$ cat src/design/drm_consts.svh
// Constants for the direct ring messaging block
`ifndef DRM_CONSTS_SVH
`define DRM_CONSTS_SVH

// ---------------------------------------------------------------
// Timing
// ---------------------------------------------------------------
`define DRM_CLK_HZ 200000000
`define DRM_OVS 16
`define DRM_RATE_LO_BPS 64000
`define DRM_RATE_HI_BPS 128000
`define DRM_DIV_LO (`DRM_CLK_HZ / (`DRM_RATE_LO_BPS * `DRM_OVS))
`define DRM_DIV_HI (`DRM_CLK_HZ / (`DRM_RATE_HI_BPS * `DRM_OVS))
`define DRM_MS_CYCLES (`DRM_CLK_HZ / 1000)
`define DRM_INTEGRITY_MS 1000
`define DRM_RETURN_MS 20
`define DRM_OFFLINE_MS 2000

// ---------------------------------------------------------------
// Message layout
// ---------------------------------------------------------------
`define DRM_ID_W 4
`define DRM_ST_W 16
`define DRM_SEQ_W 4
`define DRM_MSG_W 24
`define DRM_FRAME_BITS 26
`define DRM_PEERS 16
`define DRM_ID_LSB 20
`define DRM_ST_LSB 4

// ---------------------------------------------------------------
// Register offsets and fields
// ---------------------------------------------------------------
`define DRM_REG_CTRL 8'h00
`define DRM_REG_TXST 8'h04
`define DRM_REG_STAT 8'h08
`define DRM_REG_INTS 8'h0c
`define DRM_REG_INTM 8'h10
`define DRM_REG_RXL 8'h14
`define DRM_CTRL_EN 0
`define DRM_CTRL_DUAL 1
`define DRM_CTRL_RING 2
`define DRM_CTRL_RATE 3
`define DRM_CTRL_BRIDGE 4
`define DRM_CTRL_ID_LSB 8
`define DRM_STAT_RING 0
`define DRM_STAT_OWNP 1
`define DRM_STAT_FWD_LSB 2
`define DRM_STAT_OFF_LSB 16
`define DRM_INT_W 4
`define DRM_INT_RING 0
`define DRM_INT_OFF 1
`define DRM_INT_MSG 2
`define DRM_INT_DROP 3

`endif

$ cat src/design/drm_pkg.sv
// Types for the direct ring messaging block
`default_nettype none
`include "drm_consts.svh"
package drm_pkg;
  typedef enum logic [0:0] {DRM_TX_IDLE, DRM_TX_SEND} drm_tx_fsm_t;
  typedef enum logic [1:0] {
    DRM_RX_IDLE, DRM_RX_START, DRM_RX_DATA, DRM_RX_STOP
  } drm_rx_fsm_t;
  typedef logic [`DRM_MSG_W-1:0] drm_msg_t;

  typedef struct packed {
    drm_tx_fsm_t fsm;
    logic [3:0] ovs;
    logic [4:0] bits;
    logic [`DRM_FRAME_BITS-1:0] shift;
    logic line;
  } drm_tx_st_t;

  typedef struct packed {
    drm_rx_fsm_t fsm;
    logic [3:0] ovs;
    logic [4:0] bits;
    drm_msg_t shift;
    logic valid;
    drm_msg_t data;
  } drm_rx_st_t;

  typedef struct packed {
    logic en;
    logic dual;
    logic ring;
    logic rate_hi;
    logic bridge;
    logic [`DRM_ID_W-1:0] id;
    logic [`DRM_ST_W-1:0] states;
    logic [`DRM_SEQ_W-1:0] seq;
    logic own_pend;
    logic [1:0] fwd_full;
    logic [1:0][`DRM_MSG_W-1:0] fwd_data;
    logic [7:0] div_cnt;
    logic [17:0] ms_cnt;
    logic [9:0] integ_ms;
    logic ret_wait;
    logic [7:0] ret_ms;
    logic ring_break;
    logic [`DRM_PEERS-1:0][11:0] off_ms;
    logic [`DRM_PEERS-1:0] offline;
    drm_msg_t rx_last;
    logic [`DRM_INT_W-1:0] int_stat;
    logic [`DRM_INT_W-1:0] int_mask;
    logic [31:0] prdata;
  } drm_top_st_t;
endpackage
`default_nettype wire

$ cat src/design/drm_ring_node.sv
// Ring status messaging node with APB registers
// Operation
// - Dual channel: own messages leave on both channels together.
// - Single channel: own messages leave on channel one only.
// - Forward received messages not originated by this node; one arriving at a full forward slot is dropped.
// - Send an integrity message at least every 1000 ms.
// - A changed state is queued at once, sent when all channels in use are free.
// - Ring mode: own message not returned in time flags ring break.
// - One offline flag per peer, set when its messages stop.
// - Own sender identifier goes into every originated message.
// - Link rate is 64 or 128 kbps, same on all nodes.
// - The one selected rate drives both channels.
// - Per hop forwarding delay stays far below a fifth of a cycle.
// - Bridge enable copies channel one traffic onto channel two in dual channel mode.
`timescale 1ns/100ps
`default_nettype none
`include "drm_consts.svh"
module drm_ring_node #(
  parameter int MS_TICK_CYCLES = `DRM_MS_CYCLES
) (
  input wire logic clk_sys_i,
  input wire logic reset_i,
  input wire logic [7:0] paddr_i,
  input wire logic psel_i,
  input wire logic penable_i,
  input wire logic pwrite_i,
  input wire logic [31:0] pwdata_i,
  output logic [31:0] prdata_o,
  output logic pready_o,
  output logic pslverr_o,
  output logic irq_o,
  output logic tx_ch1_o,
  output logic tx_ch2_o,
  input wire logic rx_ch1_i,
  input wire logic rx_ch2_i,
  output logic ring_break_o,
  output logic [`DRM_PEERS-1:0] peer_offline_o
);
  import drm_pkg::*;

  function automatic logic drm_hit(input logic [7:0] a,
                                   input logic [7:0] off);
    drm_hit = (a[7:2] == off[7:2]);
  endfunction

  drm_top_st_t s_reg;
  drm_top_st_t s_next;
  logic apb_setup;
  logic apb_access;
  logic apb_mapped;
  logic apb_wr;
  logic tick;
  logic ms_tick;
  logic [7:0] div_max;
  logic own_go;
  drm_msg_t own_msg;
  logic [1:0] tx_load;
  logic [1:0] tx_ready;
  logic [1:0] tx_line;
  drm_msg_t tx_data [2];
  logic [1:0] rx_valid;
  logic [1:0] rx_line;
  drm_msg_t rx_data [2];
  logic [1:0] rx_own;
  logic [1:0] rx_peer;
  logic [`DRM_INT_W-1:0] ev;

  // ---------------------------------------------------------------
  // Bus decode
  // ---------------------------------------------------------------
  assign apb_setup = psel_i && !penable_i;
  assign apb_access = psel_i && penable_i;
  assign apb_mapped = drm_hit(paddr_i, `DRM_REG_CTRL) ||
                      drm_hit(paddr_i, `DRM_REG_TXST) ||
                      drm_hit(paddr_i, `DRM_REG_STAT) ||
                      drm_hit(paddr_i, `DRM_REG_INTS) ||
                      drm_hit(paddr_i, `DRM_REG_INTM) ||
                      drm_hit(paddr_i, `DRM_REG_RXL);
  assign apb_wr = apb_access && pwrite_i && apb_mapped;

  // ---------------------------------------------------------------
  // Bit rate and millisecond dividers
  // ---------------------------------------------------------------
  // One divider serves both channels
  assign div_max = s_reg.rate_hi ? 8'(`DRM_DIV_HI - 1) :
                                   8'(`DRM_DIV_LO - 1);
  assign tick = (s_reg.div_cnt >= div_max);
  assign ms_tick = (s_reg.ms_cnt >= 18'(MS_TICK_CYCLES - 1));

  // ---------------------------------------------------------------
  // Transmit arbitration
  // ---------------------------------------------------------------
  assign own_msg = {s_reg.id, s_reg.states, s_reg.seq};
  // Own message waits until all channels in use are free so they leave together
  assign own_go = s_reg.own_pend && s_reg.en && tx_ready[0] &&
                  (!s_reg.dual || tx_ready[1]);
  assign tx_load[0] = own_go || (s_reg.en && !s_reg.own_pend &&
                      tx_ready[0] && s_reg.fwd_full[0]);
  assign tx_load[1] = s_reg.dual && (own_go || (s_reg.en &&
                      !s_reg.own_pend && tx_ready[1] &&
                      s_reg.fwd_full[1]));
  assign tx_data[0] = own_go ? own_msg : s_reg.fwd_data[0];
  assign tx_data[1] = own_go ? own_msg : s_reg.fwd_data[1];
  assign rx_line[0] = rx_ch1_i;
  assign rx_line[1] = rx_ch2_i;

  generate
    for (genvar g = 0; g < 2; g++) begin : g_chan
      drm_tx u_tx (
        .clk_sys_i(clk_sys_i),
        .reset_i(reset_i),
        .tick_i(tick),
        .load_i(tx_load[g]),
        .data_i(tx_data[g]),
        .ready_o(tx_ready[g]),
        .line_o(tx_line[g])
      );
      drm_rx u_rx (
        .clk_sys_i(clk_sys_i),
        .reset_i(reset_i),
        .tick_i(tick),
        .line_i(rx_line[g]),
        .valid_o(rx_valid[g]),
        .data_o(rx_data[g])
      );
      assign rx_own[g] = rx_valid[g] && s_reg.en &&
                         (g == 0 || s_reg.dual) &&
                         rx_data[g][`DRM_ID_LSB +: `DRM_ID_W] == s_reg.id;
      assign rx_peer[g] = rx_valid[g] && s_reg.en &&
                          (g == 0 || s_reg.dual) &&
                          rx_data[g][`DRM_ID_LSB +: `DRM_ID_W] != s_reg.id;
    end
  endgenerate

  // ---------------------------------------------------------------
  // Next state
  // ---------------------------------------------------------------
  always_comb begin
    s_next = s_reg;
    ev = '0;
    s_next.div_cnt = tick ? 8'h00 : s_reg.div_cnt + 8'h01;
    s_next.ms_cnt = ms_tick ? 18'h00000 : s_reg.ms_cnt + 18'h00001;
    // Integrity timer
    if (own_go) begin
      s_next.own_pend = 1'b0;
      s_next.integ_ms = '0;
      s_next.seq = s_reg.seq + 4'h1;
    end else if (ms_tick) begin
      if (s_reg.integ_ms >= 10'(`DRM_INTEGRITY_MS - 1)) begin
        s_next.own_pend = 1'b1;
      end else begin
        s_next.integ_ms = s_reg.integ_ms + 10'h001;
      end
    end
    // Return watchdog
    if (ms_tick && s_reg.ret_wait) begin
      s_next.ret_ms = s_reg.ret_ms + 8'h01;
      if (s_reg.ret_ms >= 8'(`DRM_RETURN_MS - 1)) begin
        s_next.ret_wait = 1'b0;
        s_next.ring_break = 1'b1;
        ev[`DRM_INT_RING] = !s_reg.ring_break;
      end
    end
    if (rx_own != 2'b00) begin
      s_next.ret_wait = 1'b0;
      s_next.ring_break = 1'b0;
    end
    if (own_go && s_reg.ring) begin
      s_next.ret_wait = 1'b1;
      s_next.ret_ms = '0;
    end
    // Peer ageing; own identifier is never a peer
    for (int i = 0; i < `DRM_PEERS; i++) begin
      if (i == int'(s_reg.id)) begin
        s_next.off_ms[i] = '0;
        s_next.offline[i] = 1'b0;
      end else if (ms_tick) begin
        if (s_reg.off_ms[i] >= 12'(`DRM_OFFLINE_MS - 1)) begin
          s_next.offline[i] = 1'b1;
          ev[`DRM_INT_OFF] = ev[`DRM_INT_OFF] | !s_reg.offline[i];
        end else begin
          s_next.off_ms[i] = s_reg.off_ms[i] + 12'h001;
        end
      end
    end
    // Forward slots
    for (int k = 0; k < 2; k++) begin
      if (tx_load[k] && !own_go) begin
        s_next.fwd_full[k] = 1'b0;
      end
    end
    for (int k = 0; k < 2; k++) begin
      if (rx_peer[k]) begin
        s_next.off_ms[rx_data[k][`DRM_ID_LSB +: `DRM_ID_W]] = '0;
        s_next.offline[rx_data[k][`DRM_ID_LSB +: `DRM_ID_W]] = 1'b0;
        s_next.rx_last = rx_data[k];
        ev[`DRM_INT_MSG] = 1'b1;
        for (int j = 0; j < 2; j++) begin
          if (j == k || (k == 0 && s_reg.bridge && s_reg.dual)) begin
            if (s_next.fwd_full[j]) begin
              ev[`DRM_INT_DROP] = 1'b1;
            end else begin
              s_next.fwd_full[j] = 1'b1;
              s_next.fwd_data[j] = rx_data[k];
            end
          end
        end
      end
    end
    // Register writes
    if (apb_wr && drm_hit(paddr_i, `DRM_REG_CTRL)) begin
      s_next.en = pwdata_i[`DRM_CTRL_EN];
      s_next.dual = pwdata_i[`DRM_CTRL_DUAL];
      s_next.ring = pwdata_i[`DRM_CTRL_RING];
      s_next.rate_hi = pwdata_i[`DRM_CTRL_RATE];
      s_next.bridge = pwdata_i[`DRM_CTRL_BRIDGE];
      s_next.id = pwdata_i[`DRM_CTRL_ID_LSB +: `DRM_ID_W];
    end
    if (apb_wr && drm_hit(paddr_i, `DRM_REG_TXST)) begin
      s_next.states = pwdata_i[`DRM_ST_W-1:0];
      if (pwdata_i[`DRM_ST_W-1:0] != s_reg.states) begin
        s_next.own_pend = 1'b1;
      end
    end
    if (apb_wr && drm_hit(paddr_i, `DRM_REG_INTM)) begin
      s_next.int_mask = pwdata_i[`DRM_INT_W-1:0];
    end
    // Set wins over write-one-to-clear
    s_next.int_stat = s_reg.int_stat | ev;
    if (apb_wr && drm_hit(paddr_i, `DRM_REG_INTS)) begin
      s_next.int_stat = (s_reg.int_stat & ~pwdata_i[`DRM_INT_W-1:0]) | ev;
    end
    // Read data is captured in the setup phase
    if (apb_setup && !pwrite_i) begin
      s_next.prdata = 32'h00000000;
      if (drm_hit(paddr_i, `DRM_REG_CTRL)) begin
        s_next.prdata[`DRM_CTRL_EN] = s_reg.en;
        s_next.prdata[`DRM_CTRL_DUAL] = s_reg.dual;
        s_next.prdata[`DRM_CTRL_RING] = s_reg.ring;
        s_next.prdata[`DRM_CTRL_RATE] = s_reg.rate_hi;
        s_next.prdata[`DRM_CTRL_BRIDGE] = s_reg.bridge;
        s_next.prdata[`DRM_CTRL_ID_LSB +: `DRM_ID_W] = s_reg.id;
      end else if (drm_hit(paddr_i, `DRM_REG_TXST)) begin
        s_next.prdata[`DRM_ST_W-1:0] = s_reg.states;
      end else if (drm_hit(paddr_i, `DRM_REG_STAT)) begin
        s_next.prdata[`DRM_STAT_RING] = s_reg.ring_break;
        s_next.prdata[`DRM_STAT_OWNP] = s_reg.own_pend;
        s_next.prdata[`DRM_STAT_FWD_LSB +: 2] = s_reg.fwd_full;
        s_next.prdata[`DRM_STAT_OFF_LSB +: `DRM_PEERS] = s_reg.offline;
      end else if (drm_hit(paddr_i, `DRM_REG_INTS)) begin
        s_next.prdata[`DRM_INT_W-1:0] = s_reg.int_stat;
      end else if (drm_hit(paddr_i, `DRM_REG_INTM)) begin
        s_next.prdata[`DRM_INT_W-1:0] = s_reg.int_mask;
      end else if (drm_hit(paddr_i, `DRM_REG_RXL)) begin
        s_next.prdata[`DRM_MSG_W-1:0] = s_reg.rx_last;
      end
    end
  end

  always_ff @(posedge clk_sys_i or posedge reset_i) begin
    if (reset_i) begin
      s_reg <= '0;
      s_reg.offline <= '1;
    end else begin
      s_reg <= s_next;
    end
  end

  // ---------------------------------------------------------------
  // Outputs
  // ---------------------------------------------------------------
  assign prdata_o = s_reg.prdata;
  assign pready_o = 1'b1;
  assign pslverr_o = apb_access && !apb_mapped;
  assign irq_o = |(s_reg.int_stat & s_reg.int_mask);
  assign tx_ch1_o = tx_line[0];
  assign tx_ch2_o = tx_line[1];
  assign ring_break_o = s_reg.ring_break;
  assign peer_offline_o = s_reg.offline;

  // ---------------------------------------------------------------
  // Assertions
  // ---------------------------------------------------------------
  property p_dual_both;
    @(posedge clk_sys_i) disable iff (reset_i)
    (own_go && s_reg.dual) |-> (tx_load == 2'b11) &&
                               (tx_data[0] == tx_data[1]);
  endproperty
  a_dual_both: assert property (p_dual_both)
    else $error("own message not sent on both channels");

  property p_single;
    @(posedge clk_sys_i) disable iff (reset_i)
    !s_reg.dual |-> !tx_load[1] ##1 tx_ch2_o;
  endproperty
  a_single: assert property (p_single)
    else $error("channel two used in single channel mode");

  property p_forward;
    @(posedge clk_sys_i) disable iff (reset_i)
    (rx_peer[0] && !s_reg.fwd_full[0]) |=>
      s_reg.fwd_full[0] && s_reg.fwd_data[0] == $past(rx_data[0]);
  endproperty
  a_forward: assert property (p_forward)
    else $error("peer message not queued for forwarding");

  property p_integrity;
    @(posedge clk_sys_i) disable iff (reset_i)
    (ms_tick && s_reg.integ_ms == 10'(`DRM_INTEGRITY_MS - 1) && !own_go)
      |=> s_reg.own_pend;
  endproperty
  a_integrity: assert property (p_integrity)
    else $error("integrity message not requested");

  property p_change;
    @(posedge clk_sys_i) disable iff (reset_i)
    (apb_wr && drm_hit(paddr_i, `DRM_REG_TXST) &&
     pwdata_i[`DRM_ST_W-1:0] != s_reg.states) |=> s_reg.own_pend;
  endproperty
  a_change: assert property (p_change)
    else $error("state change not queued");

  property p_ring_break;
    @(posedge clk_sys_i) disable iff (reset_i)
    (ms_tick && s_reg.ret_wait && rx_own == 2'b00 &&
     s_reg.ret_ms == 8'(`DRM_RETURN_MS - 1)) |=> s_reg.ring_break;
  endproperty
  a_ring_break: assert property (p_ring_break)
    else $error("missing return did not flag ring break");

  property p_offline_cause;
    @(posedge clk_sys_i) disable iff (reset_i)
    (s_reg.offline & ~$past(s_reg.offline)) != '0 |-> $past(ms_tick);
  endproperty
  a_offline_cause: assert property (p_offline_cause)
    else $error("peer went offline without ageing");

  property p_sender_id;
    @(posedge clk_sys_i) disable iff (reset_i)
    own_go |-> tx_data[0][`DRM_ID_LSB +: `DRM_ID_W] == s_reg.id;
  endproperty
  a_sender_id: assert property (p_sender_id)
    else $error("own message lacks sender identifier");

  property p_rate;
    @(posedge clk_sys_i) disable iff (reset_i)
    tick |=> s_reg.div_cnt == 8'h00 ##1 !tick;
  endproperty
  a_rate: assert property (p_rate)
    else $error("bit tick divider misbehaves");

  property p_own_no_fwd;
    @(posedge clk_sys_i) disable iff (reset_i)
    (rx_own[1] && !s_reg.fwd_full[1] &&
     !(rx_peer[0] && s_reg.bridge)) |=> !s_reg.fwd_full[1];
  endproperty
  a_own_no_fwd: assert property (p_own_no_fwd)
    else $error("own returned message was forwarded");

  property p_bridge;
    @(posedge clk_sys_i) disable iff (reset_i)
    (rx_peer[0] && s_reg.bridge && s_reg.dual && !rx_peer[1] &&
     !s_reg.fwd_full[1]) |=> s_reg.fwd_full[1];
  endproperty
  a_bridge: assert property (p_bridge)
    else $error("channel one message not bridged to channel two");
endmodule
`default_nettype wire

$ cat src/design/drm_tx.sv
// Serial frame transmitter for one channel
`timescale 1ns/100ps
`default_nettype none
`include "drm_consts.svh"
module drm_tx (
  input wire logic clk_sys_i,
  input wire logic reset_i,
  input wire logic tick_i,
  input wire logic load_i,
  input wire drm_pkg::drm_msg_t data_i,
  output logic ready_o,
  output logic line_o
);
  import drm_pkg::*;
  drm_tx_st_t s_reg;
  drm_tx_st_t s_next;

  // ---------------------------------------------------------------
  // Start bit, data LSB first, stop bit
  // ---------------------------------------------------------------
  always_comb begin
    s_next = s_reg;
    case (s_reg.fsm)
      DRM_TX_IDLE: begin
        if (load_i) begin
          s_next.fsm = DRM_TX_SEND;
          s_next.shift = {1'b1, data_i, 1'b0};
          s_next.bits = '0;
          s_next.ovs = '0;
        end
      end
      DRM_TX_SEND: begin
        if (tick_i) begin
          s_next.ovs = s_reg.ovs + 4'h1;
          if (s_reg.ovs == 4'(`DRM_OVS - 1)) begin
            s_next.shift = {1'b1, s_reg.shift[`DRM_FRAME_BITS-1:1]};
            s_next.bits = s_reg.bits + 5'h01;
            if (s_reg.bits == 5'(`DRM_FRAME_BITS - 1)) begin
              s_next.fsm = DRM_TX_IDLE;
            end
          end
        end
      end
      default: begin
        s_next.fsm = DRM_TX_IDLE;
      end
    endcase
    s_next.line = (s_next.fsm == DRM_TX_SEND) ? s_next.shift[0] : 1'b1;
  end

  always_ff @(posedge clk_sys_i or posedge reset_i) begin
    if (reset_i) begin
      s_reg <= '0;
      s_reg.line <= 1'b1;
    end else begin
      s_reg <= s_next;
    end
  end

  assign ready_o = (s_reg.fsm == DRM_TX_IDLE);
  assign line_o = s_reg.line;
endmodule
`default_nettype wire

$ cat src/design/drm_rx.sv
// Serial frame receiver for one channel
`timescale 1ns/100ps
`default_nettype none
`include "drm_consts.svh"
module drm_rx (
  input wire logic clk_sys_i,
  input wire logic reset_i,
  input wire logic tick_i,
  input wire logic line_i,
  output logic valid_o,
  output drm_pkg::drm_msg_t data_o
);
  import drm_pkg::*;
  drm_rx_st_t s_reg;
  drm_rx_st_t s_next;

  // ---------------------------------------------------------------
  // Centre sampling on the oversample tick
  // ---------------------------------------------------------------
  always_comb begin
    s_next = s_reg;
    s_next.valid = 1'b0;
    if (tick_i) begin
      s_next.ovs = s_reg.ovs + 4'h1;
      case (s_reg.fsm)
        DRM_RX_IDLE: begin
          s_next.ovs = '0;
          if (!line_i) begin
            s_next.fsm = DRM_RX_START;
          end
        end
        DRM_RX_START: begin
          if (s_reg.ovs == 4'(`DRM_OVS / 2 - 1)) begin
            s_next.ovs = '0;
            s_next.bits = '0;
            s_next.fsm = line_i ? DRM_RX_IDLE : DRM_RX_DATA;
          end
        end
        DRM_RX_DATA: begin
          if (s_reg.ovs == 4'(`DRM_OVS - 1)) begin
            s_next.shift = {line_i, s_reg.shift[`DRM_MSG_W-1:1]};
            s_next.bits = s_reg.bits + 5'h01;
            if (s_reg.bits == 5'(`DRM_MSG_W - 1)) begin
              s_next.fsm = DRM_RX_STOP;
            end
          end
        end
        DRM_RX_STOP: begin
          if (s_reg.ovs == 4'(`DRM_OVS - 1)) begin
            s_next.fsm = DRM_RX_IDLE;
            if (line_i) begin
              s_next.valid = 1'b1;
              s_next.data = s_reg.shift;
            end
          end
        end
        default: begin
          s_next.fsm = DRM_RX_IDLE;
        end
      endcase
    end
  end

  always_ff @(posedge clk_sys_i or posedge reset_i) begin
    if (reset_i) begin
      s_reg <= '0;
    end else begin
      s_reg <= s_next;
    end
  end

  assign valid_o = s_reg.valid;
  assign data_o = s_reg.data;
endmodule
`default_nettype wire

$ cat config.mk
export PLATFORM = sky130hd
export DESIGN_NAME = drm_ring_node
export DESIGN_NICKNAME = d
export VERILOG_FILES = /design/src/design/drm_pkg.sv /design/src/design/drm_ring_node.sv /design/src/design/drm_tx.sv /design/src/design/drm_rx.sv
export VERILOG_INCLUDE_DIRS = /design/src /design/src/design
export SDC_FILE = /design/constraint.sdc
export NUM_CORES = 1
export LEC_CHECK = 0
export BUFFER_PORTS_ARGS = -buffer_cell sky130_fd_sc_hd__buf_2
export CORE_MARGIN = 4
export CORE_UTILIZATION = 32
export CTS_BUF_LIST = sky130_fd_sc_hd__clkbuf_8
export CTS_CLUSTER_SIZE = 28
export DETAILED_ROUTE_END_ITERATION = 12
export PLACE_DENSITY = 0.45
export SLEW_MARGIN = 0
export SYNTH_ARGS = -nofsm -noshare
export SYNTH_HDL_FRONTEND = slang
export SYNTH_SLANG_ARGS = --single-unit
$ cat constraint.sdc
create_clock -name clk_sys_i -period 30.8 [get_ports clk_sys_i]
set_input_delay 9.24 -clock clk_sys_i [delete_from_list [all_inputs] [get_ports clk_sys_i]]
set_output_delay 9.24 -clock clk_sys_i [all_outputs]
set_load 0.01 [all_outputs]
# Word level (Yosys, flattened, before mapping)
# Index checks and enable logic that the tools add are counted.
[word_totals] input_bits=47 register_bits=592 output_inout_bits=54 elab_cells=549
[classes] bitwise_logic=31 n_mux=249 eq_ne=58 n_reduce_logical=95 n_addsub=29 order_cmp=24
[ops] cell="$mux 12" n=51
[ops] cell="$mux 232" n=2
[ops] cell="$and 192x192->192" n=2
[ops] cell="$not 192->192" n=2
[ops] cell="$mux 25" n=8
[ops] cell="$add 12x1->12 const B" n=16
[ops] cell="$ge 12x11->1 const B" n=16
[ops] cell="$mux 24" n=8
[ops] cell="$mux 36" n=4
[ops] cell="$pmux 36 s2" n=2
[ops] cell="$mux 1" n=123
[ops] cell="$demux 12 s4" n=2
[ops] cell="$mux 31" n=2
[ops] cell="$mux 20" n=3
[ops] cell="$mux 29" n=2
[ops] cell="$mux 50" n=1
[ops] cell="$mux 10" n=4
[ops] cell="$logic_and 1x1->1" n=33
[ops] cell="$and 16x16->16" n=2
[ops] cell="$eq 4x4->1 const A" n=8
[ops] cell="$mux 16" n=2
[ops] cell="$mux 8" n=4
[ops] cell="$not 16->16" n=2
[ops] cell="$mux 2" n=12
[ops] cell="54 further kinds" n=175

# Depth between registers and ports, before layout
# Gate-level depths: netlist (run 1).
[logic_depth] depth_word=66 ltp_mapped=10 mapped_depth_nobuf=8

# Hierarchy
# Synthesis (run 1) repeated with hierarchy kept, for this count alone.
[hier_totals] cells_unflattened=2871 hier_area_um2=29714.7
[modules_own_cells] mod="drm_ring_node" area_each_um2=20907.6 n_inst=1 seq_area_each_um2=9979.6 cells_each=2187
[modules_own_cells] mod="drm_tx" area_each_um2=1717.9 n_inst=2 seq_area_each_um2=927.1 cells_each=144
[modules_own_cells] mod="drm_rx (g_chan[0].u_rx)" area_each_um2=2711.4 n_inst=1 seq_area_each_um2=1501.4 cells_each=199
[modules_own_cells] mod="drm_rx (g_chan[1].u_rx)" area_each_um2=2660.1 n_inst=1 seq_area_each_um2=1501.4 cells_each=197

# Least setup slack after synthesis (run 1)
# OpenSTA, ideal clock, no wires.
[synth_timing] path_kind="input to output" start="in paddr_i[4]" end="out pslverr_o" stages=3 n_path_buf=1 slack_ns=11.723 required_ns=21.560 arrival_time_ns=9.837 cell_sequence="clkbuf_1 nand2_1 a21oi_1"
[synth_via] elab_chain_len=8 elab_cells_between_ends=13 cone_classes="5 x eq/ne; 8 x reduce/logical"
[synth_lines] item="from (decl)" line_no="drm_ring_node.sv:23" source="input wire logic [7:0] paddr_i,"
[synth_lines] item="$eq 6x1->1 or $logic_not 6->1 (tied branches)" line_no="drm_ring_node.sv:43" source="drm_hit = (a[7:2] == off[7:2]);"
[synth_lines] item="$logic_or 1x1->1 (4 in series)" line_no="drm_ring_node.sv:73" source="assign apb_mapped = drm_hit(paddr_i, `DRM_REG_CTRL) ||"
[synth_lines] item="$logic_or 1x1->1 *" line_no="drm_ring_node.sv:73"
[synth_lines] item="$logic_not 1->1 *" line_no="drm_ring_node.sv:274" source="assign pslverr_o = apb_access && !apb_mapped;"
[synth_lines] item="$logic_and 1x1->1 *" line_no="drm_ring_node.sv:274"
[synth_lines] item="to (decl)" line_no="drm_ring_node.sv:30" source="output logic pslverr_o,"
# Every way passes the cells marked *; elsewhere a longest branch is shown, timed or not.

# Worst setup path after layout (run 1)
[layout_timing] start="in paddr_i[7]" end="out pslverr_o"
# Same word-level chain as after synthesis.

==> flow_results.org, run 1 <==
** Timing
- On the final layout, the worst clock skew is 63.9 ps.
- Minimum clock period after layout :: 19320 ps
- Final-layout worst hold slack :: 474 ps
- Static timing analysis puts the maximum clock frequency at 0.0518 GHz.
- Dividing the final minimum period by the clock period gives 0.627.
- The number of hold violations in the final report was 0.
- Count of final setup violators :: 0
- For the pin with the worst max-slew slack, the measured transition is 1180 ps.
- Setup repair after global routing left no endpoint under its margin.
- Max_slew headroom :: 0.208
- In the final timing run, aggregate negative setup slack is 0 ps.
- The final number of max-transition violations was 0.

** Hold path
- Number of cells traversed by the worst hold path :: 1
- In this run the worst hold path is classified as reg -> reg.
- Worst hold path startpoint :: g_chan[0].u_tx.s_reg[26]
- Hold-critical path endpoint :: g_chan[0].u_tx.s_reg[26]

** Power and ir drop
- Share of total power in combinational logic :: 0.023
- VDD IR-drop max :: 0.0268 mV
- Power density of the placed cells :: 49.7 nW/um^2
- Of the total power, the clock network draws 0.485.
- Summed over all nets, the switching power comes to 0.380 mW.
- Switching portion of total power :: 0.238
- Pleak :: 14.8 nW
- Of the total power, registers draw 0.492.
- Power Internal :: 1.22 mW

** Placement
- Post-DP HPWL :: 50400 um
- Count of input and output buffers :: 81
- The congestion estimate from routability-driven global placement came to 0.824.

** Finish
- Relative area change from synthesis to final layout :: 12.9%
- Of the cells placed in the final design, the portion with a size suffix greater than 1 is 0.169.
- Measured on the finished design, the core utilization comes to 0.364.
- Fill cell count :: 8923
- The net count of the finished layout is 2945.
- Number of flip-flops under the largest register name :: 325

** Floorplanning
- Die Span X :: 306 um
- Top-Level Pins :: 101
- Die Area :: 93800 um^2
- Height of the chip :: 306 um
- The core region is 88400 um^2.
- Effective utilization at floorplan :: 0.322
- The initialized floorplan defines 109 standard-cell rows.

** Routing
- The final route contains 21.2k vias.
- Average detailed-routed wire length per instance :: 18.5 um
- Dividing the detail-routed via count by the number of cells gives 5.15.
- DRT Wirelength :: 76200 um
- Antenna-violating nets left :: 0
- Number of violations reported at the end of detailed-routing iteration 0 :: 1518
- The first TritonRoute pass finished after 5 iterations.
- Residual DRC count :: 0

** Critical path
- STA classifies the critical path startpoint as a primary input.
- Maximum fanout along the worst path :: 4
- Worst reg2reg path depth :: 10
- Endpoint class of the critical path :: output pin
- STA puts the critical path data required time at 21560 ps.
- The endpoint identified for the worst register-to-register timing path is g_chan[1].u_rx.s_reg[36].
- The setup check on the worst reg-to-reg path leaves a slack of 27140 ps.
- Category of the most critical setup path :: in -> out
- Data on the critical path arrives at its endpoint at 10080 ps.
- R2R Path Start :: s_reg[394]

** Logic synthesis
- Count of unique library cells instantiated by Yosys :: 77
- Post-synth top flop :: sky130_fd_sc_hd__dfrtp_1
- The share of synthesized area in the top cell type comes to 0.504.
- Yosys mapped a number of flops with a built-in enable equal to 0.
- In this run the mean area of a mapped cell was 10.2 um^2.
- Ranked by total cell area, the synthesized netlist is headed by sky130_fd_sc_hd__dfrtp_1 50%, sky130_fd_sc_hd__mux2_2 5.9%, sky130_fd_sc_hd__nand2_1 3.7%.
- In the post-synthesis netlist, the cell with the most instances is sky130_fd_sc_hd__dfrtp_1.
- Number of synthesized register bits :: 592
- Syn. warnings :: 0
- Area of the mapped netlist :: 28500 um^2
- Sequential area share after synthesis :: 0.521
- Synthesis produced a netlist whose cell count is 2805.
- Most instantiated cells after synthesis :: 574 x sky130_fd_sc_hd__dfrtp_1, 283 x sky130_fd_sc_hd__nand2_1, 273 x sky130_fd_sc_hd__nor2_1
- In the synthesized netlist the async set-or-reset flop fraction comes to 1.00.
- Post-synth net total :: 2890
- Most area-hungry cell type in the Yosys netlist :: sky130_fd_sc_hd__dfrtp_1

** Clocking
- TritonCTS Buffers :: 106
- Clock tree synthesis selected as its root buffer the cell sky130_fd_sc_hd__clkbuf_8.
- Sinks on the clock net :: 592
- Count of instances resized after the clock tree is built :: 0
- Clock latency at the later pin of the worst-skew pair :: 750 ps
- Max Root-Sink Buffers :: 3
- TritonCTS built the clock tree.
- Clock-pin slew was measured on the worst setup and hold paths at 50 ps.
- Buffers added to address setup during post-CTS repair amount to 0.
- Hold_buf cts :: 0
- In this run the number of H-tree levels came out at 3.

** GRT
- For this run, the total global-route usage over all layers was measured as 0.162.
- Grt ovf :: 0
- The first global-routing pass estimated 123000 um of wire.
- The via count of the first global-routing pass was 21.5k.
- Initial antenna violation count :: 6
- Entering global routing, the biggest net connects 166 pins.

** Flow run
- The tool flagged a number of max-cap violations equal to 0.

** Outcome
- The run finished with clean final reports.
stage by stage:
stage                     cells  total power [mW]  cell area, um^2  worst slack (ps)
after global placement     3917             0.839            29900             11370
after CTS                  4111              1.63            32200             11460
after detailed placement   3917             0.839            29900             11460
after floorplan            2805             0.823            28500              5020
final                      4113              1.60            32200             11480
after global routing       4112              1.67            32200             11430
area by class of cell:
cell class | count | area (um^2) | area share
sequential | 592 | 14800 | 0.461
multi-input combinational | 1959 | 12500 | 0.390
clock buffer | 138 | 1900 | 0.0591
tap | 1165 | 1460 | 0.0453
timing repair buffer | 129 | 778 | 0.0242
clock inverter | 56 | 368 | 0.0114
inverter | 72 | 278 | 0.00864
antenna | 2 | 5.00 | 0.000156
cell families after synthesis:
family / Yosys count / share of synthesized area
compound gates: 457 / 0.104
xor+xnor: 166 / 0.0511
fa+ha+maj: 38 / 0.0167
buf+inv: 254 / 0.0411
flops: 592 / 0.521
mux: 208 / 0.0797
other cells: 1 / 0.000132
simple gates: 1089 / 0.186
worst max path at each step:
| stage | start | end | cells past startpoint |
|---|---|---|---|
| floorplan | reset_i | async pin | 1 |
| global placement | paddr_i[7] | pslverr_o | 4 |
| detailed placement | paddr_i[7] | pslverr_o | 4 |
| CTS | paddr_i[7] | pslverr_o | 4 |
| global route | paddr_i[7] | pslverr_o | 4 |
| finish | paddr_i[7] | pslverr_o | 4 |
layout by cell type, fill, tap and decap left out, drive strengths merged, types with 10 or more instances in the layout:
cell type  Yosys  layout
xnor2         63      63
dfrtp        574     574
xor2         103     103
buf           81     129
a222oi        13      13
o31ai         28      28
nand2b        18      18
or3           40      40
mux2         150     150
mux2i         58      58
nand2        283     283
nor2b         15      15
clkinv         0      20
nand3        168     168
nand4         79      79
inv           72     103
nor4          32      32
nor3          42      42
nor2         273     273
or4           26      26
and3          42      42
a21oi        157     157
dfstp         18      18
a221o         24      24
o21ai        117     117
nand3b        10      10
a31oi         13      13
clkbuf       101     138
a22oi         12      12
ha            38      38
and2          18      18
power by group through the flow:
| stage | logic, mW | registers [mW] | clock network (mW) |
|---|---|---|---|
| finish | 0.0364 | 0.787 | 0.775 |
| global route | 0.0422 | 0.787 | 0.844 |
| CTS | 0.0385 | 0.787 | 0.807 |
| detailed placement | 0.0384 | 0.801 | 0 |
| global placement | 0.0378 | 0.801 | 0 |
| floorplan | 0.0246 | 0.799 | 0 |
worst max-delay path: stages:
cell and delay, ps:
sky130_fd_sc_hd__buf_2 100, sky130_fd_sc_hd__nor3_1 450, sky130_fd_sc_hd__a21oi_1 120, sky130_fd_sc_hd__buf_2 170
per-layer routing:
layer	vias up	GRT usage	wire [um]
met5	-	0	0
met4	0	0.0455	1690
met3	113	0.0287	3250
met2	387	0.264	35700
met1	10597	0.221	35600
li1	10087	-	-
Power figures use the tool's default switching activity.
==> run 2, diff against run 1 <==
Settings changed: PLACE_DENSITY 0.45 to 0.46.
Clock period 30.8 ns to 17.7 ns, I/O delays scaled along.
==> flow_results.org, run 2 (synthesis gave the netlist of run 1 again) <==
** Placement
- The number of buffers added on ports came to 81 (unchanged).
- Post-DP HPWL :: 50600 um (+0.43%)
- The last weighted congestion value of the routability-driven placer was 0.828 (+0.57%).

** Timing
- Setup_tns :: 0 ps (unchanged)
- Final-layout worst hold slack :: 478 ps (+3.39 ps)
- Post-route clock skew :: 40.0 ps (-23.8 ps)
- Of the available clock period, the critical path in the final layout requires 0.651.
- The number of hold violations in the final report was 0 (unchanged).
- The measured slew at the worst slew-check pin was 1190 ps (+14.7 ps).
- Count of final setup violators :: 0 (unchanged)
- Max Clock Freq :: 0.0868 GHz
- The final number of max-transition violations was 0 (unchanged).
- Minimum clock period after layout :: 11520 ps
- Setup repair after global routing left no endpoint under its margin.
- Max_slew headroom :: 0.198 (-0.0105)

** GRT
- Total Routing Usage GR :: 0.161 (-0.000431)
- The first-pass GRT wire length is 123000 um (+0.28%).
- The remaining global-route overflow is 0 (unchanged).
- Largest net degree at the start of global routing :: 181 (+9.0%)
- The initial antenna violation count is 6 (unchanged).
- Via count of the first global-routing pass :: 22.1k (+3.0%)

** Finish
- Fraction of layout instances using a drive strength above 1 :: 0.170 (+0.000276)
- In the layout the commonest cells are 574 x sky130_fd_sc_hd__dfrtp_1, 283 x sky130_fd_sc_hd__nand2_1, 269 x sky130_fd_sc_hd__nor2_1, 168 x sky130_fd_sc_hd__nand3_1, 156 x sky130_fd_sc_hd__a21oi_1.
- The library cell used most frequently in the layout, excluding fill and tap cells, is sky130_fd_sc_hd__dfrtp_1.
- The final layout net count was 2944 (-0.034%).
- Number of flip-flops under the largest register name :: 325 (unchanged)
- The fill cell total of the finished layout is 8858 (-0.73%).
- Relative to the synthesized area, the layout overhead comes to 13.2%.

** Routing
- The mean number of vias per cell was 5.20 (+0.89%).
- The number of nets with antenna violations after detailed routing came to 0 (unchanged).
- The count of TritonRoute iterations in the first routing pass is 5 (unchanged).
- Residual DRC count :: 0 (unchanged)
- Average detailed-routed wire length per instance :: 18.4 um (-0.49%)
- Via count of the routed design :: 21.4k (+1.1%)
- Number of violations reported at the end of detailed-routing iteration 0 :: 1525 (+0.46%)
- DRT Wirelength :: 76000 um (-0.29%)

** Clocking
- TritonCTS Buffers :: 107 (+0.94%)
- Count of H-tree levels built during CTS :: 3 (unchanged)
- The post-CTS resize count was 0 (unchanged).
- Root Buffer Master :: sky130_fd_sc_hd__clkbuf_8
- The number of hold buffers added after cts came to 0 (unchanged).
- The post-CTS setup buffer count was 0 (unchanged).
- The number of clock sinks seen by CTS was 592 (unchanged).
- TritonCTS built the clock tree.
- The clock latency of the later-clocked register in the worst-skew pair came to 730 ps (-20 ps).
- The deepest clock path buffer count is 3 (unchanged).
- The clock-pin transition on the worst setup and hold timing paths came to 60 ps (about the same).

** Critical path
- Maximum fanout along the worst path :: 4 (unchanged)
- WP data arrival :: 6210 ps (-3870 ps)
- Category of the most critical setup path :: in -> out
- Endpoint class of the critical path :: output pin
- Required time of the worst setup path :: 12390 ps (-9170 ps)
- Slack of the worst reg-to-reg path :: 14290 ps (-12850 ps)
- STA classifies the critical path startpoint as a primary input.

** Floorplanning
- The die outline area was 93800 um^2 (unchanged).
- The overall die width was 306 um (unchanged).
- Core area :: 88400 um^2 (unchanged)
- Effective utilization at floorplan :: 0.322 (unchanged)
- Number of placement rows :: 109 (unchanged)
- The top-level I/O count came to 101 (unchanged).
- Height of the chip :: 306 um (unchanged)

** Hold path
- Worst min-delay path class :: reg -> reg

** Outcome
- Outcome :: finished, final reports clean

** Flow run
- Maximum Capacitance Violations :: 0 (unchanged)

** Power and ir drop
- The power density normalized to cell area was 87.4 nW/um^2 (+76%).
- The largest vdd supply drop is 0.0550 mV (+110%).
- The static leakage came to 14.8 nW (+0.33%).
==> run 2: worst max-delay path: stages <==
cell,delay (ps)
sky130_fd_sc_hd__buf_2,100
sky130_fd_sc_hd__nor3_1,500
sky130_fd_sc_hd__a21oi_1,130
sky130_fd_sc_hd__buf_2,170
==> run 2: cell type report <==
type | count | area [um^2] | area share
Tap cell | 1165 | 1460 | 0.0452
Antenna cell | 3 | 7.51 | 0.000233
Inverter | 72 | 274 | 0.00850
Clock inverter | 63 | 425 | 0.0132
Timing Repair Buffer | 127 | 763 | 0.0237
Sequential cell | 592 | 14800 | 0.460
Clock buffer | 140 | 1930 | 0.0598
Multi-Input combinational cell | 1959 | 12500 | 0.389
==> run 2: metal layers <==
| layer | track usage | vias up | wire length (um) |
|---|---|---|---|
| li1 | - | 10095 | - |
| met1 | 0.215 | 10770 | 34700 |
| met2 | 0.267 | 396 | 36200 |
| met3 | 0.0294 | 151 | 2950 |
| met4 | 0.0513 | 2 | 2130 |
| met5 | 0 | - | 13 |
==> run 2: power by group <==
group	internal, mW	switching [mW]	total, mW
registers	1.36	0.0100	1.37
clock network	0.773	0.609	1.38
logic	0.0147	0.0490	0.0637
total	2.15	0.668	2.82
==> run 2: final timing paths <==
| path | start | end | cells after the start |
|---|---|---|---|
| setup / recovery | paddr_i[7] | pslverr_o | 4 |
| hold / removal | g_chan[0].u_tx.s_reg[26] | g_chan[0].u_tx.s_reg[26] | 1 |
| setup reg to reg | s_reg[394] | g_chan[1].u_rx.s_reg[27] | 9 |
| hold reg to reg | g_chan[0].u_tx.s_reg[26] | g_chan[0].u_tx.s_reg[26] | 1 |
| max in group asynchronous | reset_i | s_reg[325] | 5 |
| min in group asynchronous | reset_i | g_chan[0].u_rx.s_reg[56] | 2 |
==> run 2: stage by stage <==
stage / total power, mW / instance area [um^2] / setup slack, ps / utilization / cells
after floorplan: 1.43 / 28500 / 4330 / - / 2805
after global placement: 1.46 / 29900 / 6150 / 0.338 / 3915
after detailed placement: 1.46 / 29900 / 6190 / 0.338 / 3915
after CTS: 2.87 / 32200 / 6180 / 0.365 / 4118
after global routing: 2.94 / 32200 / 6170 / 0.365 / 4120
final: 2.82 / 32200 / 6180 / 0.365 / 4121
